`config.mk`:
```
export PLATFORM = sky130hd
export DESIGN_NAME = fbm_flash_bank_map
export DESIGN_NICKNAME = d
export VERILOG_FILES = /design/src/design/fbm_pkg.sv /design/src/design/fbm_flash_bank_map.sv
export VERILOG_INCLUDE_DIRS = /design/src /design/src/design
export SDC_FILE = /design/constraint.sdc
export NUM_CORES = 1
export LEC_CHECK = 0
export BUFFER_PORTS_ARGS = -buffer_cell sky130_fd_sc_hd__buf_4
export CORE_MARGIN = 5
export CORE_UTILIZATION = 56
export CTS_CLUSTER_SIZE = 25
export DETAILED_ROUTE_END_ITERATION = 8
export GPL_TIMING_DRIVEN = 0
export PLACE_DENSITY = 0.85
export RECOVER_POWER = 100
export SLEW_MARGIN = 5
export SYNTH_ARGS = -nofsm -noshare
export SYNTH_HDL_FRONTEND = slang
export SYNTH_SLANG_ARGS = --single-unit
```
`constraint.sdc`:
```
create_clock -name i_sys_clk -period 10.8 [get_ports i_sys_clk]
set_input_delay 0.54 -clock i_sys_clk [delete_from_list [all_inputs] [get_ports i_sys_clk]]
set_output_delay 0.54 -clock i_sys_clk [all_outputs]
set_load 0.005 [all_outputs]
```
`src/design/fbm_params.svh`:
```
/*
 Constants for the flash bank address map: region bases, sizes, sector
 geometry and reserved SRAM window. Assumes byte addresses of 32 bits.
*/
`ifndef FBM_PARAMS_SVH
`define FBM_PARAMS_SVH
// ============================================================
// Region bases, sizes and the reserved SRAM window
`define FBM_ROM_BASE 32'h0000_0000
`define FBM_ROM_SIZE 32'h0000_8000
`define FBM_SRAM_BASE 32'h0800_0000
`define FBM_SRAM_SIZE 32'h0001_0000
`define FBM_SRAM_RSVD 32'h0000_0800
`define FBM_CF_BASE0 32'h1000_0000
`define FBM_CF_BASE1 32'h1200_0000
`define FBM_WF_BASE0 32'h1400_0000
`define FBM_WF_BASE1 32'h1500_0000
`define FBM_FLASH_LO 32'h1000_0000
`define FBM_FLASH_HI 32'h1600_0000
// ============================================================
// Sector geometry (offsets from region base)
`define FBM_CF_SS_OFS_SGL 32'h0007_0000
`define FBM_CF_END_SGL 32'h0009_0000
`define FBM_CF_SS_OFS_DUAL 32'h0003_8000
`define FBM_CF_END_DUAL 32'h0004_8000
`define FBM_WF_SS_OFS_SGL 32'h0000_C000
`define FBM_WF_END_SGL 32'h0001_0000
`define FBM_WF_SS_OFS_DUAL 32'h0000_6000
`define FBM_WF_END_DUAL 32'h0000_8000
`define FBM_CF_LS_SHIFT 15
`define FBM_CF_SS_SHIFT 13
`define FBM_WF_LS_SHIFT 11
`define FBM_WF_SS_SHIFT 7
`endif

```
`src/design/fbm_pkg.sv`:
```
/*
 Types for the flash bank address map. Assumes fbm_params.svh beside it.
*/
package fbm_pkg;
    typedef enum {
        FBM_T_NONE, FBM_T_ROM, FBM_T_SRAM, FBM_T_CODE, FBM_T_WORK
    } fbm_target_e;
    typedef struct packed {
        logic [2:0] target;
        logic bank;
        logic large_sector;
        logic [7:0] sector;
        logic [19:0] offset;
        logic bus_error;
    } fbm_route_s;
endpackage : fbm_pkg

```
`src/design/fbm_flash_bank_map.sv`:
```
/*
 Registered address decoder placing ROM, SRAM, code-flash and work-flash.
 Assumes the request and mode inputs come from logic on the same clock.
*/
`timescale 1ns/1ps
`include "fbm_params.svh"
module fbm_flash_bank_map (
    input wire logic i_sys_clk,
    input wire logic i_srst,
    input wire logic i_req,
    input wire logic [31:0] i_addr,
    input wire logic i_user,
    input wire logic i_dual_bank,
    input wire logic i_map_b,
    output fbm_pkg::fbm_route_s o_route,
    output logic o_valid
);
    import fbm_pkg::*;

    fbm_route_s route_d, route_q;
    logic valid_d, valid_q;

    // ============================================================
    // Decode one region: large then small sectors
    function automatic fbm_route_s sect(input logic [31:0] ofs, input logic [31:0] ss_ofs,
                                        input logic [31:0] end_ofs, input int ls_sh, input int ss_sh);
        fbm_route_s r;
        r = '0;
        if (ofs >= end_ofs) begin
            r.bus_error = 1'b1;
        end else if (ofs < ss_ofs) begin
            r.large_sector = 1'b1;
            r.sector = 8'((ofs >> ls_sh));
        end else begin
            r.sector = 8'(((ofs - ss_ofs) >> ss_sh));
        end
        r.offset = ofs[19:0];
        return r;
    endfunction : sect

    // ============================================================
    // Target decode
    always_comb begin
        logic [31:0] a;
        logic phys;
        a = i_addr;
        phys = 1'b0;
        route_d = '0;
        valid_d = i_req;
        if (a >= `FBM_ROM_BASE && a < `FBM_ROM_BASE + `FBM_ROM_SIZE) begin
            route_d.target = 3'(FBM_T_ROM);
            route_d.offset = a[19:0];
        end else if (a >= `FBM_SRAM_BASE && a < `FBM_SRAM_BASE + `FBM_SRAM_SIZE) begin
            route_d.target = 3'(FBM_T_SRAM);
            route_d.offset = a[19:0];
            // Keep the boot scratch area out of reach of user code
            route_d.bus_error = i_user && (a - `FBM_SRAM_BASE < `FBM_SRAM_RSVD);
        end else if (!i_dual_bank && a >= `FBM_CF_BASE0 && a < `FBM_CF_BASE1) begin
            route_d = sect(a - `FBM_CF_BASE0, `FBM_CF_SS_OFS_SGL, `FBM_CF_END_SGL,
                           `FBM_CF_LS_SHIFT, `FBM_CF_SS_SHIFT);
            route_d.target = 3'(FBM_T_CODE);
        end else if (!i_dual_bank && a >= `FBM_WF_BASE0 && a < `FBM_WF_BASE1) begin
            route_d = sect(a - `FBM_WF_BASE0, `FBM_WF_SS_OFS_SGL, `FBM_WF_END_SGL,
                           `FBM_WF_LS_SHIFT, `FBM_WF_SS_SHIFT);
            route_d.target = 3'(FBM_T_WORK);
        end else if (i_dual_bank && a >= `FBM_CF_BASE0 && a < `FBM_WF_BASE0) begin
            phys = (a >= `FBM_CF_BASE1) ^ i_map_b;
            route_d = sect(a - ((a >= `FBM_CF_BASE1) ? `FBM_CF_BASE1 : `FBM_CF_BASE0),
                           `FBM_CF_SS_OFS_DUAL, `FBM_CF_END_DUAL,
                           `FBM_CF_LS_SHIFT, `FBM_CF_SS_SHIFT);
            route_d.target = 3'(FBM_T_CODE);
            route_d.bank = phys;
        end else if (i_dual_bank && a >= `FBM_WF_BASE0 && a < `FBM_FLASH_HI) begin
            phys = (a >= `FBM_WF_BASE1) ^ i_map_b;
            route_d = sect(a - ((a >= `FBM_WF_BASE1) ? `FBM_WF_BASE1 : `FBM_WF_BASE0),
                           `FBM_WF_SS_OFS_DUAL, `FBM_WF_END_DUAL,
                           `FBM_WF_LS_SHIFT, `FBM_WF_SS_SHIFT);
            route_d.target = 3'(FBM_T_WORK);
            route_d.bank = phys;
        end else if (a >= `FBM_FLASH_LO && a < `FBM_FLASH_HI) begin
            route_d.bus_error = 1'b1;
        end else begin
            // Outside this map: no target, left to other decoders
            route_d.target = 3'(FBM_T_NONE);
        end
        if (!i_req) begin
            route_d = '0;
        end
    end

    // ============================================================
    // Output registers
    always_ff @(posedge i_sys_clk) begin
        if (i_srst) begin
            route_q <= '0;
            valid_q <= 1'b0;
        end else begin
            route_q <= route_d;
            valid_q <= valid_d;
        end
    end

    assign o_route = route_q;
    assign o_valid = valid_q;
endmodule : fbm_flash_bank_map

```
==> metrics <==
CTS tree=done; vias post-DR=2595; total wire length=7330 um; first-pass GRT wire length=12000 um; Main synth FF type=dfxtp_1; post-route setup TNS=0 ns; max_slew headroom=-79.7%; # port buffers=66; Pins Over Slew Limit=11; CP max stage delay=2.12 ns; critical path capture point type=flop; post-route setup slack=5.45 ns; P_leak=0.00129 uW; DR pass1 iterations=6; total congestion overflow=0; final hold viol count=0; critical path data required time=11.00 ns; failing checks=capacitance limit, slew limit; Tmin final=5.35 ns; syn_nets=353; CP startpoint=i_addr[28]; Most Frequent Cell on Critical Path=clkbuf_1; fin area=0.00316 mm^2; CP arrival=5.55 ns; dpl cell area=0.00309 mm^2; placed cells=418; CP max stage cell=a2111oi_0; Final Cycle Share=49.5%; maximum clock frequency=187 MHz; CTS root buffer=clkbuf_8; Final Hold Slack=0.460 ns; I/O pin count=73; Yosys cell types=67; routability cong.=0.986; clock buffer count from CTS=5; Hold Startpoint=i_addr[5]; status=finished, violations left; Post-Syn Area=0.00253 mm^2; pre-CTS worst setup slack=6.28 ns; Final Net Count=426; Yosys warnings=0; Routed WL per cell=17.2 um; vias in the first global route=2452; post-route non-filler standard cell count=426; Post-CTS Setup Bufs=0; worst-path maximum fanout=10; antenna viol nets, final=0; unrepaired setup endpoints after global routing=false; area delta synth->final=25.1%; max-cap violations=1; Seq/Total Area, Yosys=27.7%; initial antenna violation count=0; all-layer global routing usage=24.1%; Synth Instances=300; final setup violation count=0; core area=0.00435 mm^2; die width=77.2 um; CP cell instances=clkbuf_1, clkbuf_1, inv_1, o21ai_0, ha_1, or3b_2, a21oi_1, xnor2_1, nand4_1, a2111oi_0, a32oi_1, a31oi_1; cts hold-fix bufs=0; H-tree lvl count=2; starting DRC count in detailed routing=151; layout filler cell count=383; startpoint types=primary input; clk slew on worst S/H paths=0.07 ns; Cell Rows=24; post-CTS sizing=0; largest net degree at the start of global routing=13; crit path kind=primary input to flop; Synth async-reset ratio=0%; Vias/cell=6.09; fraction of layout cells with a size suffix above 1=23.8%; Die ar.=0.00595 mm^2; peak supply drop=71.2 uV; HP Class=primary input to flop; clock sinks=35; # diodes=0; Pwr Density=95.3 mW/mm^2; number of flops mapped to enable cells by yosys=0; clk buf depth=2; die height=77.2 um; Post-DP HPWL=5680 um; measured slew at the worst slew-check pin=2.63 ns; drc violations=0; Initial Util=58.0%; Yosys reg bits=35; Mapped Avg Cell Area=8.42 um^2
sequential cells by signal, summed over array words and instances, names as in the netlist:
name     flops
o_route     34
o_valid      1
power breakdown:
group	leakage, uW	total, uW	internal [uW]	switching [uW]
sequential	0.000282	130	130	0.251
clock	0.0000581	115	68.6	46.8
combinational	0.000948	55.2	23.9	31.4
total	0.00129	301	223	78.5
critical path: cells and delay by family:
kind / cells / cell delay [ns]
compound gates: 5 / 3.43
simple gates: 2 / 0.60
buf+inv: 3 / 0.57
fa+ha+maj: 1 / 0.27
xor+xnor: 1 / 0.14
cell families after synthesis:
| logic type | share of synthesized area (%) |
|---|---|
| xor gates and xnor gates | 3.47 |
| adders and majority gates | 7.43 |
| DFF | 27.7 |
| AOI/OAI and AO/OA | 20.8 |
| and+or+nand+nor | 29.9 |
| buffers and inverters | 5.40 |
| muxes | 5.30 |
metrics by stage:
stage          total power (uW)  utilization [%]
2_1_floorplan               166                -
3_3_place_gp                187             70.9
3_5_place_dp                188             70.9
4_1_cts                     302             73.5
5_1_grt                     315             72.6
6_report                    301             72.6
cells in the final DEF (no fill, tap or decap), types with 3 or more instances in the layout:
cell type / instances
dfxtp_1: 35
clkbuf_4: 32
buf_4: 28
nand2_1: 22
nor2_1: 20
clkbuf_1: 18
a21oi_1: 17
inv_1: 15
ha_1: 15
and2_0: 14
nor3_1: 9
nand3_1: 7
xnor2_1: 7
and2_1: 7
nand2b_1: 6
and3_1: 6
nand4_1: 6
a31oi_1: 6
mux2_2: 6
o21ai_0: 5
nor2b_1: 5
clkbuf_8: 5
buf_2: 4
or4_1: 4
a21o_1: 4
mux2i_1: 4
nor4_1: 3
o211ai_1: 3
o21a_1: 3
xor2_1: 3
a32oi_1: 3
a222oi_1: 3
per-layer routing:
metal | up-vias | wire [um] | GRT usage, %
met5 | - | 0 | 0
met4 | 0 | 163 | 9.62
met3 | 18 | 743 | 4.80
met2 | 151 | 3410 | 38.2
met1 | 1176 | 3010 | 31.8
li1 | 1250 | - | -
cell usage after synthesis, drive strengths merged (4+ instances only):
| library cell | count | area share, % |
|---|---|---|
| a21o | 4 | 1.2 |
| a21oi | 17 | 3.4 |
| a31oi | 6 | 1.5 |
| and2 | 21 | 5.2 |
| and3 | 6 | 1.5 |
| buf | 8 | 1.8 |
| clkbuf | 9 | 1.3 |
| dfxtp | 35 | 28 |
| ha | 15 | 7.4 |
| inv | 15 | 2.2 |
| mux2 | 8 | 3.7 |
| mux2i | 4 | 1.6 |
| nand2 | 22 | 3.3 |
| nand2b | 6 | 1.5 |
| nand3 | 7 | 1.4 |
| nand4 | 7 | 2.0 |
| nor2 | 20 | 3.0 |
| nor2b | 5 | 1.2 |
| nor3 | 10 | 2.4 |
| o21ai | 7 | 1.4 |
| or4 | 5 | 1.6 |
| xnor2 | 7 | 2.4 |
cell type report:
type	count	area [um^2]	area share, %
clock buffer	5	68.8	2.18
clock inverter	3	43.8	1.39
buffer	17	76.3	2.41
multi-input combinational	233	1680	53.0
inverter	15	56.3	1.78
tap	52	65.1	2.06
sequential	35	701	22.2
timing repair buffer	66	473	15.0
final timing paths:
kind,to,depth (start not counted)
max,o_route[24],12
min,o_route[6],2
Note: power is estimated with default switching activity, not from simulation.
